==> src/design/flash_host_pkg.sv <==
// Constants shared by the parallel flash host controller.
package flash_host_pkg;
    localparam int ADDR_W = 19;
    localparam int DATA_W = 8;
    localparam logic [ADDR_W-1:0] UNLOCK_ADDR_A = 19'h05555;
    localparam logic [ADDR_W-1:0] UNLOCK_ADDR_B = 19'h02AAA;
    localparam logic [ADDR_W-1:0] ID_MFR_ADDR   = 19'h00000;
    localparam logic [ADDR_W-1:0] ID_DEV_ADDR   = 19'h00001;
    localparam logic [DATA_W-1:0] UNLOCK_DATA_A = 8'hAA;
    localparam logic [DATA_W-1:0] UNLOCK_DATA_B = 8'h55;
    localparam logic [DATA_W-1:0] CMD_PROGRAM   = 8'hA0;
    localparam logic [DATA_W-1:0] CMD_ERASE_SET = 8'h80;
    localparam logic [DATA_W-1:0] CMD_SECTOR    = 8'h30;
    localparam logic [DATA_W-1:0] CMD_CHIP      = 8'h10;
    localparam logic [DATA_W-1:0] CMD_ID_ENTRY  = 8'h90;
    localparam logic [DATA_W-1:0] CMD_ID_EXIT   = 8'hF0;
    localparam logic [DATA_W-1:0] ERASED_BYTE   = 8'hFF;
    localparam int POLL_BIT   = 7;
    localparam int TOGGLE_BIT = 6;
    localparam int SECTOR_LSB = 12;
    // Operation codes on the command port.
    localparam logic [2:0] OP_READ    = 3'h0;
    localparam logic [2:0] OP_PROGRAM = 3'h1;
    localparam logic [2:0] OP_SECTOR  = 3'h2;
    localparam logic [2:0] OP_CHIP    = 3'h3;
    localparam logic [2:0] OP_ID_IN   = 3'h4;
    localparam logic [2:0] OP_ID_OUT  = 3'h5;
    // Bus timing in nanoseconds and clock cycles at 25 MHz.
    localparam int CLK_NS       = 40;
    localparam int STROBE_NS    = 80;
    localparam int STROBE_CYC   = (STROBE_NS + CLK_NS - 1) / CLK_NS;
    localparam int ACCESS_NS    = 80;
    localparam int ACCESS_CYC   = (ACCESS_NS + CLK_NS - 1) / CLK_NS;
    localparam int SETTLE_NS    = 1000;
    localparam int SETTLE_CYC   = (SETTLE_NS + CLK_NS - 1) / CLK_NS;
    localparam int PROG_MAX_NS  = 20000;
    localparam int PROG_MAX_CYC = PROG_MAX_NS / CLK_NS;
    localparam int CNT_W        = 24;
    localparam int ERASE_TIMEOUT_CYC = 5000000;
    localparam int STEP_W = 3;
endpackage : flash_host_pkg

==> src/design/flash_bus_cycle.sv <==
// One read or write cycle on the flash pins.
`timescale 1ns/100ps
module flash_bus_cycle
    import flash_host_pkg::*;
(
    // Clock and reset.
    input  wire logic                clk_in,
    input  wire logic                reset_in,
    // Cycle request.
    input  wire logic                start_in,
    input  wire logic                write_in,
    input  wire logic [ADDR_W-1:0]   addr_in,
    input  wire logic [DATA_W-1:0]   wdata_in,
    output logic                     done_out,
    output logic [DATA_W-1:0]        rdata_out,
    // Flash pins.
    output logic                     chip_sel_n_out,
    output logic                     out_en_n_out,
    output logic                     write_en_n_out,
    output logic [ADDR_W-1:0]        addr_out,
    output logic [DATA_W-1:0]        dq_out,
    output logic                     dq_oe_out,
    input  wire logic [DATA_W-1:0]   dq_in
);
    typedef enum logic [1:0] {
        CY_IDLE  = 2'b00,
        CY_SETUP = 2'b01,
        CY_PULSE = 2'b11,
        CY_END   = 2'b10
    } cycle_state_e;

    cycle_state_e            st_q, st_d;
    logic [7:0]              cnt_q, cnt_d;
    logic                    wr_q, wr_d;
    logic                    cs_n_q, cs_n_d, oe_n_q, oe_n_d, we_n_q, we_n_d;
    logic                    dqoe_q, dqoe_d, done_q, done_d;
    logic [ADDR_W-1:0]       a_q, a_d;
    logic [DATA_W-1:0]       wd_q, wd_d, rd_q, rd_d;

    always_comb begin
        st_d = st_q;
        cnt_d = cnt_q;
        wr_d = wr_q;
        cs_n_d = cs_n_q;
        oe_n_d = oe_n_q;
        we_n_d = we_n_q;
        dqoe_d = dqoe_q;
        done_d = 1'b0;
        a_d = a_q;
        wd_d = wd_q;
        rd_d = rd_q;
        case (st_q)
            CY_IDLE: begin
                if (start_in) begin
                    // Address and data settle before any strobe falls.
                    wr_d = write_in;
                    a_d = addr_in;
                    wd_d = wdata_in;
                    dqoe_d = write_in;
                    st_d = CY_SETUP;
                end
            end
            CY_SETUP: begin
                // Strobes fall together once the address has settled.
                cs_n_d = 1'b0;
                we_n_d = ~wr_q;
                oe_n_d = wr_q;
                cnt_d = wr_q ? 8'(STROBE_CYC) : 8'(ACCESS_CYC);
                st_d = CY_PULSE;
            end
            CY_PULSE: begin
                if (cnt_q <= 8'h01) begin
                    // Write enable rises first while data is held.
                    we_n_d = 1'b1;
                    rd_d = dq_in;
                    oe_n_d = 1'b1;
                    st_d = CY_END;
                end else begin
                    cnt_d = cnt_q - 8'h01;
                end
            end
            CY_END: begin
                cs_n_d = 1'b1;
                dqoe_d = 1'b0;
                done_d = 1'b1;
                st_d = CY_IDLE;
            end
            default: st_d = CY_IDLE;
        endcase
    end

    always_ff @(posedge clk_in) begin
        if (reset_in) begin
            st_q <= CY_IDLE;
            cnt_q <= 8'h00;
            wr_q <= 1'b0;
            cs_n_q <= 1'b1;
            oe_n_q <= 1'b1;
            we_n_q <= 1'b1;
            dqoe_q <= 1'b0;
            done_q <= 1'b0;
            a_q <= '0;
            wd_q <= '0;
            rd_q <= '0;
        end else begin
            st_q <= st_d;
            cnt_q <= cnt_d;
            wr_q <= wr_d;
            cs_n_q <= cs_n_d;
            oe_n_q <= oe_n_d;
            we_n_q <= we_n_d;
            dqoe_q <= dqoe_d;
            done_q <= done_d;
            a_q <= a_d;
            wd_q <= wd_d;
            rd_q <= rd_d;
        end
    end

    assign done_out = done_q;
    assign rdata_out = rd_q;
    assign chip_sel_n_out = cs_n_q;
    assign out_en_n_out = oe_n_q;
    assign write_en_n_out = we_n_q;
    assign addr_out = a_q;
    assign dq_out = wd_q;
    assign dq_oe_out = dqoe_q;

    chk_no_drive_read: assert property (
        @(posedge clk_in) disable iff (reset_in)
        !out_en_n_out |-> !dq_oe_out)
        else $error("Host drives data while flash outputs enabled.");
    chk_we_oe_excl: assert property (
        @(posedge clk_in) disable iff (reset_in)
        !write_en_n_out |-> out_en_n_out && !chip_sel_n_out)
        else $error("Write strobe without chip select or with output enable.");
    chk_data_held: assert property (
        @(posedge clk_in) disable iff (reset_in)
        $rose(write_en_n_out) |-> dq_oe_out && !chip_sel_n_out)
        else $error("Data not held at write strobe rise.");
    chk_addr_at_fall: assert property (
        @(posedge clk_in) disable iff (reset_in)
        $fell(write_en_n_out) |-> !chip_sel_n_out && $stable(addr_out))
        else $error("Address not settled when write strobes fell.");
    chk_pulse_width: assert property (
        @(posedge clk_in) disable iff (reset_in)
        $fell(write_en_n_out) |-> !write_en_n_out [*2])
        else $error("Write pulse shorter than two cycles.");
endmodule : flash_bus_cycle

==> src/design/flash_host_ctrl.sv <==
// Host sequencer that issues command sequences to a parallel NOR flash.
`timescale 1ns/100ps
// Overview of operation
// - Caller erases sector before programming a byte.
// - Program is unlock triple then address/data.
// - Program writes AA, 55, A0, then data.
// - Sector erase ends with 30H at sector.
// - Chip erase ends with 10H at 5555H.
// - Questionable status reread two more times.
module flash_host_ctrl
    import flash_host_pkg::*;
#(
    parameter int ERASE_TIMEOUT = ERASE_TIMEOUT_CYC
)(
    // Clock and reset.
    input  wire logic                      clk_in,
    input  wire logic                      reset_in,
    // Command port.
    input  wire logic                      req_in,
    input  wire logic [2:0]                op_in,
    input  wire logic [flash_host_pkg::ADDR_W-1:0] addr_in,
    input  wire logic [flash_host_pkg::DATA_W-1:0] data_in,
    output logic                           ready_out,
    output logic                           done_out,
    output logic                           error_out,
    output logic [flash_host_pkg::DATA_W-1:0] rdata_out,
    output logic                           id_mode_out,
    // Flash pins.
    output logic                           chip_sel_n_out,
    output logic                           out_en_n_out,
    output logic                           write_en_n_out,
    output logic [flash_host_pkg::ADDR_W-1:0] flash_addr_out,
    output logic [flash_host_pkg::DATA_W-1:0] dq_out,
    output logic                           dq_oe_out,
    input  wire logic [flash_host_pkg::DATA_W-1:0] dq_in
);
    import flash_host_pkg::*;

    typedef enum logic [2:0] {
        S_IDLE  = 3'b000,
        S_ISSUE = 3'b001,
        S_WAIT  = 3'b011,
        S_POLL  = 3'b010,
        S_CHECK = 3'b110,
        S_SETTL = 3'b111,
        S_DONE  = 3'b101
    } host_state_e;

    host_state_e             st_q, st_d;
    logic [2:0]              op_q, op_d;
    logic [STEP_W-1:0]       step_q, step_d;
    logic [ADDR_W-1:0]       ta_q, ta_d;
    logic [DATA_W-1:0]       td_q, td_d, last_q, last_d, rd_q, rd_d;
    logic                    have_last_q, have_last_d;
    logic [1:0]              retry_q, retry_d;
    logic [CNT_W-1:0]        tmo_q, tmo_d;
    logic                    rdy_q, rdy_d, done_q, done_d, err_q, err_d;
    logic                    id_q, id_d;
    logic                    cy_start, cy_write, cy_done;
    logic [ADDR_W-1:0]       cy_addr;
    logic [DATA_W-1:0]       cy_data, cy_rdata;

    // Number of writes in the sequence of each operation.
    function automatic logic [STEP_W-1:0] seq_len(input logic [2:0] op);
        case (op)
            OP_PROGRAM: seq_len = 3'd4;
            OP_SECTOR:  seq_len = 3'd6;
            OP_CHIP:    seq_len = 3'd6;
            OP_ID_IN:   seq_len = 3'd3;
            OP_ID_OUT:  seq_len = 3'd1;
            default:    seq_len = 3'd0;
        endcase
    endfunction : seq_len

    // Address and data of each write in a command sequence.
    function automatic logic [ADDR_W+DATA_W-1:0] seq_word(
        input logic [2:0]        op,
        input logic [STEP_W-1:0] step,
        input logic [ADDR_W-1:0] ta,
        input logic [DATA_W-1:0] td
    );
        logic [ADDR_W-1:0] a;
        logic [DATA_W-1:0] d;
        a = UNLOCK_ADDR_A;
        d = UNLOCK_DATA_A;
        if (op == OP_ID_OUT) begin
            d = CMD_ID_EXIT;
        end else begin
            case (step)
                3'd0: d = UNLOCK_DATA_A;
                3'd1: begin
                    a = UNLOCK_ADDR_B;
                    d = UNLOCK_DATA_B;
                end
                3'd2: begin
                    case (op)
                        OP_PROGRAM: d = CMD_PROGRAM;
                        OP_ID_IN:   d = CMD_ID_ENTRY;
                        default:    d = CMD_ERASE_SET;
                    endcase
                end
                3'd3: begin
                    if (op == OP_PROGRAM) begin
                        a = ta;
                        d = td;
                    end
                end
                3'd4: begin
                    a = UNLOCK_ADDR_B;
                    d = UNLOCK_DATA_B;
                end
                3'd5: begin
                    if (op == OP_SECTOR) begin
                        a = {ta[ADDR_W-1:SECTOR_LSB], {SECTOR_LSB{1'b0}}};
                        d = CMD_SECTOR;
                    end else begin
                        d = CMD_CHIP;
                    end
                end
                default: d = UNLOCK_DATA_A;
            endcase
        end
        seq_word = {a, d};
    endfunction : seq_word

    logic [ADDR_W+DATA_W-1:0] word;
    logic                     is_erase, toggled, poll_ok;

    assign word = seq_word(op_q, step_q, ta_q, td_q);
    assign is_erase = (op_q == OP_SECTOR) || (op_q == OP_CHIP);
    assign toggled = have_last_q &&
        (cy_rdata[TOGGLE_BIT] != last_q[TOGGLE_BIT]);
    assign poll_ok = is_erase ? cy_rdata[POLL_BIT]
        : (cy_rdata[POLL_BIT] == td_q[POLL_BIT]);

    always_comb begin
        st_d = st_q;
        op_d = op_q;
        step_d = step_q;
        ta_d = ta_q;
        td_d = td_q;
        last_d = last_q;
        have_last_d = have_last_q;
        retry_d = retry_q;
        tmo_d = tmo_q;
        rd_d = rd_q;
        rdy_d = 1'b0;
        done_d = 1'b0;
        err_d = err_q;
        id_d = id_q;
        cy_start = 1'b0;
        cy_write = 1'b1;
        cy_addr = word[ADDR_W+DATA_W-1:DATA_W];
        cy_data = word[DATA_W-1:0];
        case (st_q)
            S_IDLE: begin
                rdy_d = ~req_in;
                if (req_in && rdy_q) begin
                    // Commands are only taken while idle.
                    op_d = op_in;
                    ta_d = addr_in;
                    td_d = data_in;
                    step_d = '0;
                    err_d = 1'b0;
                    have_last_d = 1'b0;
                    retry_d = 2'd0;
                    st_d = (op_in == OP_READ) ? S_POLL : S_ISSUE;
                end
            end
            S_ISSUE: begin
                cy_start = 1'b1;
                st_d = S_WAIT;
            end
            S_WAIT: begin
                if (cy_done) begin
                    if (step_q == seq_len(op_q) - 3'd1) begin
                        // Polling starts after the launching write.
                        tmo_d = is_erase ? CNT_W'(ERASE_TIMEOUT)
                                         : CNT_W'(PROG_MAX_CYC);
                        if (op_q == OP_ID_IN || op_q == OP_ID_OUT) begin
                            id_d = (op_q == OP_ID_IN);
                            st_d = S_DONE;
                        end else begin
                            st_d = S_POLL;
                        end
                    end else begin
                        step_d = step_q + 3'd1;
                        st_d = S_ISSUE;
                    end
                end
            end
            S_POLL: begin
                cy_start = 1'b1;
                cy_write = 1'b0;
                cy_addr = ta_q;
                st_d = S_CHECK;
            end
            S_CHECK: begin
                cy_write = 1'b0;
                cy_addr = ta_q;
                if (tmo_q != '0) begin
                    tmo_d = tmo_q - CNT_W'(1);
                end
                if (cy_done) begin
                    last_d = cy_rdata;
                    have_last_d = 1'b1;
                    rd_d = cy_rdata;
                    if (op_q == OP_READ) begin
                        st_d = S_DONE;
                    end else if (have_last_q && !toggled && poll_ok) begin
                        // Two confirming reads after the first stable one.
                        if (retry_q == 2'd2) begin
                            tmo_d = CNT_W'(SETTLE_CYC);
                            st_d = is_erase ? S_DONE : S_SETTL;
                        end else begin
                            retry_d = retry_q + 2'd1;
                            st_d = S_POLL;
                        end
                    end else if (tmo_q == '0) begin
                        err_d = 1'b1;
                        st_d = S_DONE;
                    end else begin
                        retry_d = 2'd0;
                        st_d = S_POLL;
                    end
                end
            end
            S_SETTL: begin
                if (tmo_q == '0) begin
                    st_d = S_DONE;
                end else begin
                    tmo_d = tmo_q - CNT_W'(1);
                end
            end
            S_DONE: begin
                done_d = 1'b1;
                st_d = S_IDLE;
            end
            default: st_d = S_IDLE;
        endcase
    end

    always_ff @(posedge clk_in) begin
        if (reset_in) begin
            st_q <= S_IDLE;
            op_q <= OP_READ;
            step_q <= '0;
            ta_q <= '0;
            td_q <= '0;
            last_q <= '0;
            have_last_q <= 1'b0;
            retry_q <= 2'd0;
            tmo_q <= '0;
            rd_q <= '0;
            rdy_q <= 1'b0;
            done_q <= 1'b0;
            err_q <= 1'b0;
            id_q <= 1'b0;
        end else begin
            st_q <= st_d;
            op_q <= op_d;
            step_q <= step_d;
            ta_q <= ta_d;
            td_q <= td_d;
            last_q <= last_d;
            have_last_q <= have_last_d;
            retry_q <= retry_d;
            tmo_q <= tmo_d;
            rd_q <= rd_d;
            rdy_q <= rdy_d;
            done_q <= done_d;
            err_q <= err_d;
            id_q <= id_d;
        end
    end

    flash_bus_cycle u_cycle (
        .clk_in         (clk_in),
        .reset_in       (reset_in),
        .start_in       (cy_start),
        .write_in       (cy_write),
        .addr_in        (cy_addr),
        .wdata_in       (cy_data),
        .done_out       (cy_done),
        .rdata_out      (cy_rdata),
        .chip_sel_n_out (chip_sel_n_out),
        .out_en_n_out   (out_en_n_out),
        .write_en_n_out (write_en_n_out),
        .addr_out       (flash_addr_out),
        .dq_out         (dq_out),
        .dq_oe_out      (dq_oe_out),
        .dq_in          (dq_in)
    );

    assign ready_out = rdy_q;
    assign done_out = done_q;
    assign error_out = err_q;
    assign rdata_out = rd_q;
    assign id_mode_out = id_q;

    chk_no_write_poll: assert property (
        @(posedge clk_in) disable iff (reset_in)
        (st_q == S_POLL || st_q == S_CHECK) |-> write_en_n_out)
        else $error("Write strobe low during status polling.");
    chk_done_pulse: assert property (
        @(posedge clk_in) disable iff (reset_in)
        done_out |-> !ready_out ##1 !done_out)
        else $error("Done not a single pulse.");
    chk_settle_wait: assert property (
        @(posedge clk_in) disable iff (reset_in)
        (st_q == S_CHECK && st_d == S_SETTL) |=>
        (st_q == S_SETTL) [*8])
        else $error("Settling interval cut short.");
    cov_program: cover property (@(posedge clk_in)
        st_q == S_SETTL ##1 st_q == S_SETTL);
    cov_erase_done: cover property (@(posedge clk_in)
        done_out && !error_out && op_q == OP_SECTOR);
    cov_id_entry: cover property (@(posedge clk_in) $rose(id_mode_out));
endmodule : flash_host_ctrl

==> config.mk <==
export PLATFORM = sky130hd
export DESIGN_NAME = flash_host_ctrl
export DESIGN_NICKNAME = d
export VERILOG_FILES = /design/src/design/flash_host_pkg.sv /design/src/design/flash_bus_cycle.sv /design/src/design/flash_host_ctrl.sv
export SDC_FILE = /design/constraint.sdc
export NUM_CORES = 1
export LEC_CHECK = 0
export BUFFER_PORTS_ARGS = -buffer_cell sky130_fd_sc_hd__buf_2
export CAP_MARGIN = 15
export CELL_PAD_IN_SITES_DETAIL_PLACEMENT = 1
export CELL_PAD_IN_SITES_GLOBAL_PLACEMENT = 1
export CORE_UTILIZATION = 25
export CTS_CLUSTER_DIAMETER = 120
export DETAILED_ROUTE_END_ITERATION = 10
export PLACE_DENSITY = 0.51
export RECOVER_POWER = 100
export SETUP_SLACK_MARGIN = 0.4
export SYNTH_ARGS = -nofsm -noshare
export SYNTH_HDL_FRONTEND = slang
export SYNTH_SLANG_ARGS = --single-unit
==> constraint.sdc <==
create_clock -name clk_in -period 4.55 [get_ports clk_in]
set_input_delay 0.455 -clock clk_in [delete_from_list [all_inputs] [get_ports clk_in]]
set_output_delay 0.455 -clock clk_in [all_outputs]
set_load 0.01 [all_outputs]
; ---- Word level (Yosys, flattened, before mapping)
; Index checks and enable logic that the tools add are counted.
; W data, S select, Z words.
[totals]
word_cells = 181
output_inout_bits = 43
in_bits = 41
ff_bits = 126
[op_classes]
bitwise_logic = 3
eq_ne = 38
add_sub_neg = 5
n_lt_le_gt_ge = 1
reduce_logical = 39
n_mux = 71
[op_table]
columns = operator, n
row1 = $mux W24, 8
row2 = $mux W19, 4
row3 = $pmux W24 S3, 1
row4 = $pmux W19 S3, 1
row5 = $mux W3, 15
row6 = $pmux W8 S4, 1
row7 = $logic_not A24 Y1, 1
row8 = $mux W8, 3
row9 = $reduce_bool A24 Y1, 1
row10 = $sub A24 B1 Y24 const B, 1
row11 = $mux W23, 1
row12 = $eq A3 B3 Y1 const B, 7
row13 = $mux W2, 10
row14 = $ne A2 B2 Y1 const B, 10
row15 = $eq A3 B2 Y1 const B, 6
row16 = $pmux W3 S6, 1
row17 = $pmux W8 S2, 1
row18 = $reduce_and A2 Y1, 8
row19 = $reduce_and A4 Y1, 4
row20 = $mux W1, 13
row21 = $pmux W1 S2, 6
row22 = $pmux W3 S4, 1
row23 = $pmux W6 S2, 1
row24 = $reduce_and A6 Y1, 2
row25 = other kinds (27), 50

; ---- Depth between registers and ports, before layout
; Gate-level depths: netlist (run 1).
[logic_depth]
word_depth = 10
depth_mapped = 13

; ---- By module
; A second synthesis (run 1) with hierarchy kept.
[unflattened]
cells_unflattened = 820
hier_area_um2 = 6327.3
[by_module_without_submodules]
columns = mod, area_per_inst_um2, n_inst, seq_area_each_um2, cells_each
row1 = flash_host_ctrl, 4274.1, 1, 1501.4, 565
row2 = flash_bus_cycle, 2053.2, 1, 1021.0, 255

; ---- Worst setup path before layout (run 1)
; No wires, ideal clock.
[synth_path]
kind = flip-flop to flip-flop
from = register op_q[1]
to = register tmo_q[17]
path_buffers = 2
arrival_time_ns = 2.534
path_slack_ns = 1.957
synth_period_minus_slack_ns = 2.593
stages_incl_launch_ff = 14
path_cell_list = dfxtp_1 > buf_2 > nand2b_1 > nor2_1 > nor2_1 > ha_1 > xnor2_1 > xnor2_1 > nand2_1 > o31ai_2 > buf_2 > o21ai_2 > nor4_1 > a31o_1
[synth_via]
elab_chain_cells = 9
[synth_lines]
columns = item, line_no
row1 = "start, declared", flash_host_ctrl.sv:50  ; logic [2:0] op_q, op_d;
row2 = "start signal, assigned", flash_host_ctrl.sv:261  ; op_q <= op_d;
row3 = $eq A3 B2 Y1, "flash_host_ctrl.sv:65, flash_host_ctrl.sv:130"
row4 = $reduce_or A2 Y1 (no source line), -
row5 = $pmux W3 S4, flash_host_ctrl.sv:65  ; case (op)
row6 = $mux W3, flash_host_ctrl.sv:175  ; if (cy_done) begin
row7 = $mux W3, flash_host_ctrl.sv:155  ; case (st_q)
row8 = $sub A3 B1 Y3, flash_host_ctrl.sv:176  ; if (step_q == seq_len(op_q) - 3'd1) begin
row9 = $eq A3 B3 Y1, flash_host_ctrl.sv:176
row10 = $ne A2 B2 Y1 (no source line), -
row11 = $reduce_and A4 Y1 (no source line), -
row12 = "end signal, assigned", flash_host_ctrl.sv:268  ; tmo_q <= tmo_d;
row13 = "end, declared", flash_host_ctrl.sv:56  ; logic [CNT_W-1:0] tmo_q, tmo_d;
; Several ways; a longest one is shown, not always the timed one. The select of a mux whose other input is x is not followed.
; A chain may end at the register's enable or synchronous reset.

; ---- Final worst setup path (run 1)
[layout_path]
from = register op_q[2]
to = register tmo_q[17]
; Same word-level chain as after synthesis.

==> results of run 1 <==
==> worst max path at each step <==
stage,from,end,slack [ns],depth (start not counted)
CTS,op_q[1],tmo_q[17],1.23,10
floorplan,op_q[1],tmo_q[17],1.96,13
detailed placement,op_q[1],tmo_q[17],1.24,10
global route,op_q[2],tmo_q[17],0.58,11
global placement,op_q[1],tmo_q[17],1.48,10
finish,op_q[2],tmo_q[17],0.90,11
==> critical path: cells and delay by family, from the launching register on <==
| family | cells | cell delay, ns |
|---|---|---|
| xor gates and xnor gates | 2 | 0.32 |
| and+or+nand+nor | 4 | 0.66 |
| DFF | 1 | 0.56 |
| AOI/OAI and AO/OA | 4 | 1.81 |
| adders and majority gates | 1 | 0.21 |
==> synth_stat cells (4+ instances only) <==
cell type | number | area (um^2)
nand2_1 | 137 | 514
dfxtp_1 | 126 | 2520
a21oi_1 | 100 | 500
nor2_1 | 72 | 270
o21ai_0 | 39 | 195
clkbuf_1 | 34 | 128
nor3_1 | 23 | 115
inv_1 | 21 | 78.8
nand3_1 | 17 | 85.1
ha_1 | 15 | 188
o21ai_1 | 14 | 70.1
xnor2_1 | 11 | 96.3
mux2i_1 | 10 | 100
or3_1 | 10 | 62.6
a31oi_1 | 9 | 56.3
nor4_1 | 9 | 56.3
a211oi_1 | 7 | 52.6
nand2b_1 | 7 | 43.8
nand4_1 | 7 | 43.8
nor2b_1 | 7 | 43.8
o31ai_1 | 7 | 52.6
buf_2 | 6 | 30.0
or2_2 | 6 | 37.5
nand3b_1 | 5 | 37.5
o21a_1 | 5 | 37.5
and3_1 | 4 | 25.0
xor2_1 | 4 | 35.0
==> layout by cell type, fill, tap and decap left out, types with 9 or more instances in the layout <==
master,n
dfxtp_1,126
nand3_1,17
or3_1,10
nor3_1,23
nor4_1,9
buf_2,39
xnor2_1,11
nand2_1,137
o21ai_1,9
inv_1,21
ha_1,15
a21oi_1,101
mux2i_1,10
o21ai_0,44
nor2_1,71
a31oi_1,9
clkbuf_16,17
clkbuf_1,46
==> through the flow <==
stage / util / power [mW] / area [um^2] / worst slack (ns) / instances
finish: 0.309 / 3.79 / 7340 / 0.895 / 1176
floorplan: - / 2.04 / 6110 / 1.96 / 780
detailed placement: 0.286 / 2.39 / 6790 / 1.24 / 1143
global route: 0.309 / 4.03 / 7340 / 0.582 / 1176
CTS: 0.312 / 3.87 / 7410 / 1.23 / 1175
global placement: 0.286 / 2.36 / 6790 / 1.48 / 1143
==> final cells by class <==
type	instances	area (um^2)	area share
inverter	21	78.8	0.0107
clock buffer	18	439	0.0598
clock inverter	14	181	0.0247
timing repair buffer	89	395	0.0539
sequential	126	2520	0.344
tap	319	399	0.0544
antenna	1	2.50	0.000341
multi-input combinational	588	3320	0.452
==> sequential cells by signal (all words and copies together) (netlist names), 8 cells and up <==
| register | cells |
|---|---|
| ta_q | 19 |
| u_cycle.dq_out | 8 |
| u_cycle.cnt_q | 8 |
| u_cycle.addr_out | 19 |
| rdata_out | 8 |
| u_cycle.rdata_out | 8 |
| tmo_q | 24 |
| td_q | 8 |
==> power groups by stage <==
stage	combinational (mW)	clock, mW	sequential, mW
after global placement	0.923	0	1.43
after floorplan	0.608	0	1.43
final	0.909	1.45	1.42
after global routing	1.04	1.55	1.45
after CTS	0.954	1.49	1.42
after detailed placement	0.950	0	1.44
==> cell families (layout without fill, tap and decap cells) <==
group / count (synthesis) / in the layout / synth area share
XOR/XNOR: 15 / 15 / 0.0215
flip-flops: 126 / 126 / 0.413
AO/OA/AOI/OAI: 225 / 225 / 0.225
AND/OR/NAND/NOR: 322 / 322 / 0.248
adder cells (fa/ha/maj): 15 / 15 / 0.0307
multiplexers: 11 / 11 / 0.0182
buffers and inverters: 66 / 142 / 0.0442
other: 0 / 1 / 0
==> routing by layer <==
metal / GRT usage / routed length (um) / vias up / share of wire
li1: - / - / 2886 / -
met1: 0.211 / 9250 / 2881 / 0.46
met2: 0.287 / 9800 / 95 / 0.49
met3: 0.0346 / 562 / 28 / 0.028
met4: 0.0618 / 397 / 0 / 0.020
met5: 0 / 0 / - / 0
==> flow_summary_export.csv, run 1 <==
group,metric,value,unit
timing,grt_setup_unrepaired,"false",
final_layout,num-nets-final,899,
logic_synthesis,yosys_most_used_dff,"dfxtp_1",
logic_synthesis,ys_types,73,
die,die_x,158,um
logic_synthesis,yosys_warnings,0,
placed_design,gp_congestion,0.804,
critical_path,reg2reg_setup_slack,0.90,ns
route,post_drt_wl_per_cell,17.0,um
critical_path,endpoint_kind,"register",
logic_synthesis,synth_edf_count,0,
clocking,hold_buffers,0,
critical_path,cp_max_fo,13,
timing,layout_min_cycle_time,3.65,ns
route,drtIter0Drc,264,
pwr,p_int,2.49,mW
global_routing,grt_usage,0.169,
critical_path,slowest_delay,0.80,ns
critical_path,cp_slowest_cell,"a21oi_1",
clocking,numClockSinks,126,
route,avgViaCountPerCell,5.01,
pwr,pwr-share-clk,0.384,
min_path,holdPathStages,2,
pwr,max-vdd-ir-drop,0.226,mV
pwr,switching_power,1.30,mW
logic_synthesis,yosysSeqAreaShare,0.413,
critical_path,worst_setup_path_start_kind,"register",
final_layout,layout-area-overhead-vs-synth,20.0,%
min_path,holdPathEnd,"ready_out",
critical_path,reg2reg_to,"tmo_q[17]",
die,rows,56,
logic_synthesis,synth_nets,836,
clocking,cts_buffers,17,
clocking,htreeDepth,4,
pwr,combPwrFrac,0.240,
global_routing,antenna_found_initial,1,
timing,finalSetupViolCount,0,
route,drc_errors,0,
critical_path,cp.arrival,3.97,ns
die,die-area,25100,um^2
critical_path,crit_required,4.86,ns
critical_path,path_class,"reg -> reg",
min_path,hold_path_class,"in -> reg",
timing,finalMaxSlewViolations,83,
clocking,ctsRootBufferMaster,"clkbuf_16",
final_layout,drive_gt1_frac,0.111,
timing,whs,0.222,ns
clocking,clk_path_buf_depth,2,
logic_synthesis,synth-seq-cells,126,
clocking,clock_latency,0.43,ns
run_status,status,"finished, violations left",
timing,hold_viol,0,
timing,clock.fmax,274,MHz
die,die_y,158,um
route,dr.pass1.iters,4,
logic_synthesis,avgSynthCellArea,7.84,um^2
clocking,clk_pin_slew,0.06,ns
timing,skew,0.00962,ns
die,boundaryPins,84,
pwr,p_sw_frac,0.343,
timing,period_share,0.803,
global_routing,grt_overflow,0,
final_layout,fill_cells,2864,
critical_path,r2r_cells,11,
route,vias,5890,
flow_run,maxCapViolCount,2,
timing,max_slew_margin,-0.723,
clocking,cts_resized,0,
route,postRouteAntennaNets,0,
global_routing,grt_pass1_vias,6219,
route,routed_wl,20000,um
logic_synthesis,syn_inst,780,
logic_synthesis,postSynth.asyncResetShare,0,
die,start_util,0.257,
min_path,hp-start,"req_in",
clocking,cts_tree,"built",
pwr,p_leak,2.72,nW
placed_design,hpwlAfterDp,14200,um
die,core_area,23800,um^2
critical_path,r2r_start,"op_q[2]",
placed_design,io_buffers,83,
pwr,power_density,516,nW/um^2
global_routing,grt_pass1_wl,32700,um
critical_path,critical_path.cell_chain,"nand2b_1 -> nor2_1 -> nor2_1 -> ha_1 -> xnor2_1 -> xnor2_1 -> nand2_1 -> o31a_1 -> a21oi_1 -> o21ai_0 -> a31o_1",
global_routing,grt_max_degree,53,
pwr,p_seq_frac,0.376,
timing,fin_setup_tns,0,ns
timing,worst_pin_slew,2.58,ns
logic_synthesis,syn_area,6110,um^2
clocking,post_cts_buffers,0,
run_status,violations,"max-capacitance violations, max-slew violations",
Note: power is estimated with default switching activity, not from simulation.
==> run 2, diff against run 1 <==
clock period = 3.8 ns   (was 4.55 ns; I/O delays follow)
==> run 2 against run 1 <==
  * Highest routed layer unchanged
  * The flow still finishes with violations (max-capacitance violations, max-slew violations)
  * Global-route usage shrank 0.27 points
  * Utilization rose by 0.33 points
  * Sequential share of layout area fell by 0.34 points
  * Hold slack worse by 0.067 ns
  * Cell count rose by 0.43%
  * Routed wire length shrank 0.12%
==> flow_summary_export.csv, run 2 (synthesis gave the netlist of run 1 again) <==
group,metric,value,unit
critical_path,endpoint_kind,"register",
timing,max_slew_margin,-0.486,
critical_path,path_class,"reg -> reg",
placed_design,io_buffers,83,
route,post_drt_wl_per_cell,16.9,um
critical_path,r2r_cells,9,
min_path,hold_path_class,"in -> reg",
final_layout,drive_gt1_frac,0.114,
die,start_util,0.257,
final_layout,final_cell_mix,"nand2_1, dfxtp_1, a21oi_1, nor2_1, o21ai_0",
global_routing,grt_overflow,0,
critical_path,slowest_delay,0.72,ns
critical_path,cp_slowest_cell,"nor3_1",
timing,hold_viol,0,
clocking,cts_tree,"built",
final_layout,n_antenna_cell,0,
run_status,status,"finished, violations left",
final_layout,layout_commonest_cell,"nand2_1",
die,die_y,158,um
clocking,post_cts_buffers,0,
die,boundaryPins,84,
pwr,power_density,620,nW/um^2
timing,fin_setup_tns,0,ns
clocking,cts_resized,0,
global_routing,grt_usage,0.166,
timing,skew,0.00820,ns
placed_design,hpwlAfterDp,14100,um
clocking,numClockSinks,126,
run_status,violations,"max-capacitance violations, max-slew violations",
global_routing,grt_pass1_vias,6021,
critical_path,cpMostUsedCell,"o21ai_0",
clocking,hold_buffers,0,
final_layout,largest-register,"tmo_q",
route,routed_wl,20000,um
timing,worst_pin_slew,2.23,ns
clocking,ctsRootBufferMaster,"clkbuf_16",
timing,layout_min_cycle_time,3.27,ns
die,core_area,23800,um^2
min_path,holdPathStages,2,
pwr,max-vdd-ir-drop,0.242,mV
global_routing,grt_pass1_wl,32100,um
pwr,p_leak,2.75,nW
pwr,p_total,4.60,mW
die,die_x,158,um
placed_design,dpl.cell_count,1149,
timing,finalSetupViolCount,0,
route,dr.pass1.iters,4,
critical_path,cp_max_fo,14,
timing,setup_ws,0.526,ns
critical_path,worst_setup_path_start_kind,"register",
route,postRouteAntennaNets,0,
placed_design,dpl_worst_slack,0.601,ns
route,avgViaCountPerCell,4.91,
clocking,clock_latency,0.42,ns
timing,clock.fmax,305,MHz
flow_run,maxCapViolCount,1,
global_routing,antenna_found_initial,0,
timing,period_share,0.861,
global_routing,grt_max_degree,56,
placed_design,gp_congestion,0.807,
timing,finalMaxSlewViolations,46,
route,drc_errors,0,
clocking,clk_pin_slew,0.06,ns
final_layout,layout.cells.non_filler,1181,
timing,grt_setup_unrepaired,"false",
clocking,clk_path_buf_depth,2,
clocking,htreeDepth,4,
critical_path,cp.arrival,3.58,ns
final_layout,layout-area-overhead-vs-synth,21.3,%
route,vias,5801,
route,drtIter0Drc,269,
die,rows,56,
final_layout,num-nets-final,906,
die,die-area,25100,um^2
critical_path,crit_required,4.10,ns
critical_path,critical_path.cell_chain,"inv_1 -> ha_1 -> or3b_1 -> nor3_1 -> nand4_4 -> a31oi_4 -> a211oi_1 -> o21ai_0 -> o21ai_0",
clocking,cts_buffers,17,
final_layout,largest_reg_flops,24,
==> run 2: cell count changes in the layout (fill, tap and decap cells not counted), sizes merged <==
cell,before,now
diode,1,0
bufinv,3,4
buf,42,49
clkinv,6,2
clkinvlp,1,4
clkbuf,65,66
inv,25,23
==> run 2: metrics by stage <==
step                hold slack (ns)  instance area [um^2]  utilization
floorplan                     0.423                  6110            -
global placement              0.437                  6830        0.288
detailed placement            0.447                  6830        0.288
CTS                           0.136                  7470        0.315
global route                  0.158                  7420        0.312
finish                        0.155                  7420        0.312
==> run 2: where the power goes <==
group | switching [mW] | leakage (nW) | internal [mW]
sequential | 0.165 | 1.02 | 1.53
combinational | 0.716 | 1.43 | 0.395
clock | 0.655 | 0.298 | 1.14
total | 1.54 | 2.75 | 3.06
==> run 2: final timing paths <==
kind                                start        end  slack (ns)
worst max-delay path             tmo_q[0]  tmo_q[21]        0.53
worst min-delay path               req_in  ready_out        0.16
worst max register to register   tmo_q[0]  tmo_q[21]        0.53
worst min register to register  tmo_q[23]  tmo_q[23]        0.45
==> run 2: cell type report <==
cell class	count	area, um^2
Clock buffer	19	453
Clock inverter	12	185
Fill cell	2870	16300
Inverter	21	78.8
Multi-Input combinational cell	588	3310
Sequential cell	126	2520
Tap cell	319	399
Timing Repair Buffer	96	467
==> run 2: worst max-delay path: cells and delay by family (launching register included) <==
kind / cells / cell delay (ns)
adders and majority gates: 1 / 0.19
DFF: 1 / 0.34
buffers and inverters: 1 / 0.07
and+or+nand+nor: 3 / 1.57
AOI/OAI and AO/OA: 4 / 0.99
==> run 2: per-layer routing <==
metal / routed length, um / share of wire / vias to the layer above / track usage
met4: 169 / 0.0085 / 0 / 0.0554
met5: 0 / 0 / - / 0
met3: 495 / 0.025 / 13 / 0.0332
met2: 9920 / 0.50 / 67 / 0.284
li1: - / - / 2898 / -
met1: 9400 / 0.47 / 2823 / 0.208
==> run 3, diff against run 2 <==
GPL_TIMING_DRIVEN = 0   (was default)
==> run 3 against run 2 <==
  * The flow now finishes without violations
  * Non-clock buffer count is 31 higher
  * Largest power group is now registers
  * Sequential power down 2%
  * Sequential cell count unchanged
  * Final area is 0.15% higher
  * Routed wire length rose by 8.0%
==> flow_summary_export.csv, run 3 (synthesis gave the netlist of run 1 again) <==
group,metric,value,unit
pwr,power_density,594,nW/um^2
clocking,post_cts_buffers,0,
critical_path,cp_max_fo,10,
timing,max_slew_margin,0.413,
route,vias,5875,
route,drc_errors,0,
timing,period_share,0.874,
route,post_drt_wl_per_cell,17.8,um
pwr,max-vdd-ir-drop,0.210,mV
timing,fin_setup_tns,0,ns
global_routing,antenna_found_initial,0,
route,postRouteAntennaNets,0,
die,die_y,158,um
route,drtIter0Drc,196,
min_path,hold_path_class,"in -> reg",
timing,hold_viol,0,
flow_run,maxCapViolCount,0,
timing,worst_pin_slew,0.881,ns
die,rows,56,
pwr,p_leak,2.74,nW
route,dr.pass1.iters,6,
critical_path,path_class,"reg -> reg",
timing,grt_setup_unrepaired,"false",
clocking,clk_pin_slew,0.06,ns
timing,layout_min_cycle_time,3.32,ns
die,boundaryPins,84,
timing,finalMaxSlewViolations,0,
critical_path,crit_required,4.17,ns
placed_design,gp_congestion,0.789,
final_layout,num-nets-final,937,
global_routing,grt_overflow,0,
global_routing,grt_max_degree,17,
clocking,ctsRootBufferMaster,"clkbuf_16",
global_routing,grt_pass1_wl,34100,um
critical_path,r2r_cells,10,
critical_path,cp.arrival,3.69,ns
route,avgViaCountPerCell,4.84,
placed_design,hpwlAfterDp,15600,um
clocking,htreeDepth,4,
clocking,cts_buffers,17,
global_routing,grt_usage,0.181,
critical_path,endpoint_kind,"register",
final_layout,largest_reg_flops,24,
critical_path,cp_slowest_cell,"clkbuf_1",
timing,finalSetupViolCount,0,
clocking,numClockSinks,126,
placed_design,dpl_worst_slack,0.290,ns
clocking,cts_tree,"built",
final_layout,largest-register,"tmo_q",
final_layout,layout_commonest_cell,"nand2_1",
pwr,p_total,4.42,mW
final_layout,n_antenna_cell,0,
die,core_area,23800,um^2
clocking,clk_path_buf_depth,2,
critical_path,critical_path.cell_chain,"inv_1 -> ha_1 -> or3b_1 -> buf_2 -> nor3_1 -> and4_1 -> clkbuf_1 -> o21ai_1 -> a2111oi_0 -> a31o_1",
critical_path,worst_setup_path_start_kind,"register",
placed_design,io_buffers,82,
global_routing,grt_pass1_vias,6039,
placed_design,place_area,6920,um^2
timing,skew,0.0156,ns
final_layout,layout-area-overhead-vs-synth,21.5,%
clocking,clock_latency,0.43,ns
die,die_x,158,um
final_layout,final_area,7430,um^2
final_layout,final_cell_mix,"nand2_1, dfxtp_1, a21oi_1, clkbuf_1, nor2_1",
timing,setup_ws,0.480,ns
min_path,holdPathStages,2,
timing,clock.fmax,301,MHz
route,routed_wl,21600,um
die,die-area,25100,um^2
die,start_util,0.257,
critical_path,slowest_delay,0.50,ns
final_layout,drive_gt1_frac,0.106,
run_status,status,"finished, final reports clean",
## run 3: cell count changes in the layout (fill, tap and decap cells not counted), moves of 2 or more
cell,previous run,this run
clkbuf_8,2,0
inv_6,2,6
o21ai_0,48,45
o21ai_1,5,8
clkbuf_1,47,82
bufinv_16,4,1
buf_2,39,42
or2_2,4,6
clkinv_2,0,2
buf_4,9,1
## run 3: timing repair
action,CTS,global route
gates cloned,0,0
pin swaps,0,0
hold buffers,0,0
setup endpoints to repair,3,13
gates resized for setup,1,3
## run 3: metrics by stage
step / util / std cells / hold WS, ns
floorplan: - / 780 / 0.423
global placement: 0.292 / 1181 / 0.445
detailed placement: 0.292 / 1181 / 0.447
CTS: 0.315 / 1213 / 0.138
global route: 0.313 / 1213 / 0.145
finish: 0.313 / 1213 / 0.152
## run 3: cell type report
type                    instances  area, um^2
well taps                     319         399
plain buffers                  45         188
fillers                      2906       16300
multi-input cells             588        3320
clock inverters                14         131
clock buffers                  18         429
flip-flops and latches        126        2520
inverters                      21        78.8
repair buffers                 82         357
## run 3: metal layers
| layer | global-route usage | vias up | routed length (um) |
|---|---|---|---|
| met5 | 0 | - | 0 |
| met4 | 0.0623 | 0 | 418 |
| met3 | 0.0305 | 25 | 526 |
| met2 | 0.297 | 88 | 10100 |
| met1 | 0.238 | 2803 | 10500 |
| li1 | - | 2959 | - |
## run 3: power breakdown
part	leakage, nW	total, mW	switching [mW]	internal, mW
Sequential	1.02	1.66	0.134	1.53
Clock	0.265	1.59	0.676	0.910
Combinational	1.45	1.17	0.770	0.396
Total	2.74	4.42	1.58	2.84
## run 3: final timing paths
path                start      endpoint  slack, ns
max              tmo_q[0]       st_q[1]       0.48
min                req_in     ready_out       0.15
max reg2reg      tmo_q[0]       st_q[1]       0.48
min reg2reg  rdata_out[3]  rdata_out[3]       0.45
## run 3: worst max-delay path: cells and delay by family (launching register included)
| kind | cells | cell delay (ns) |
|---|---|---|
| buffers and inverters | 3 | 0.75 |
| AO/OA/AOI/OAI | 3 | 0.91 |
| AND/OR/NAND/NOR | 3 | 1.07 |
| adder cells (fa/ha/maj) | 1 | 0.18 |
| flip-flops | 1 | 0.36 |
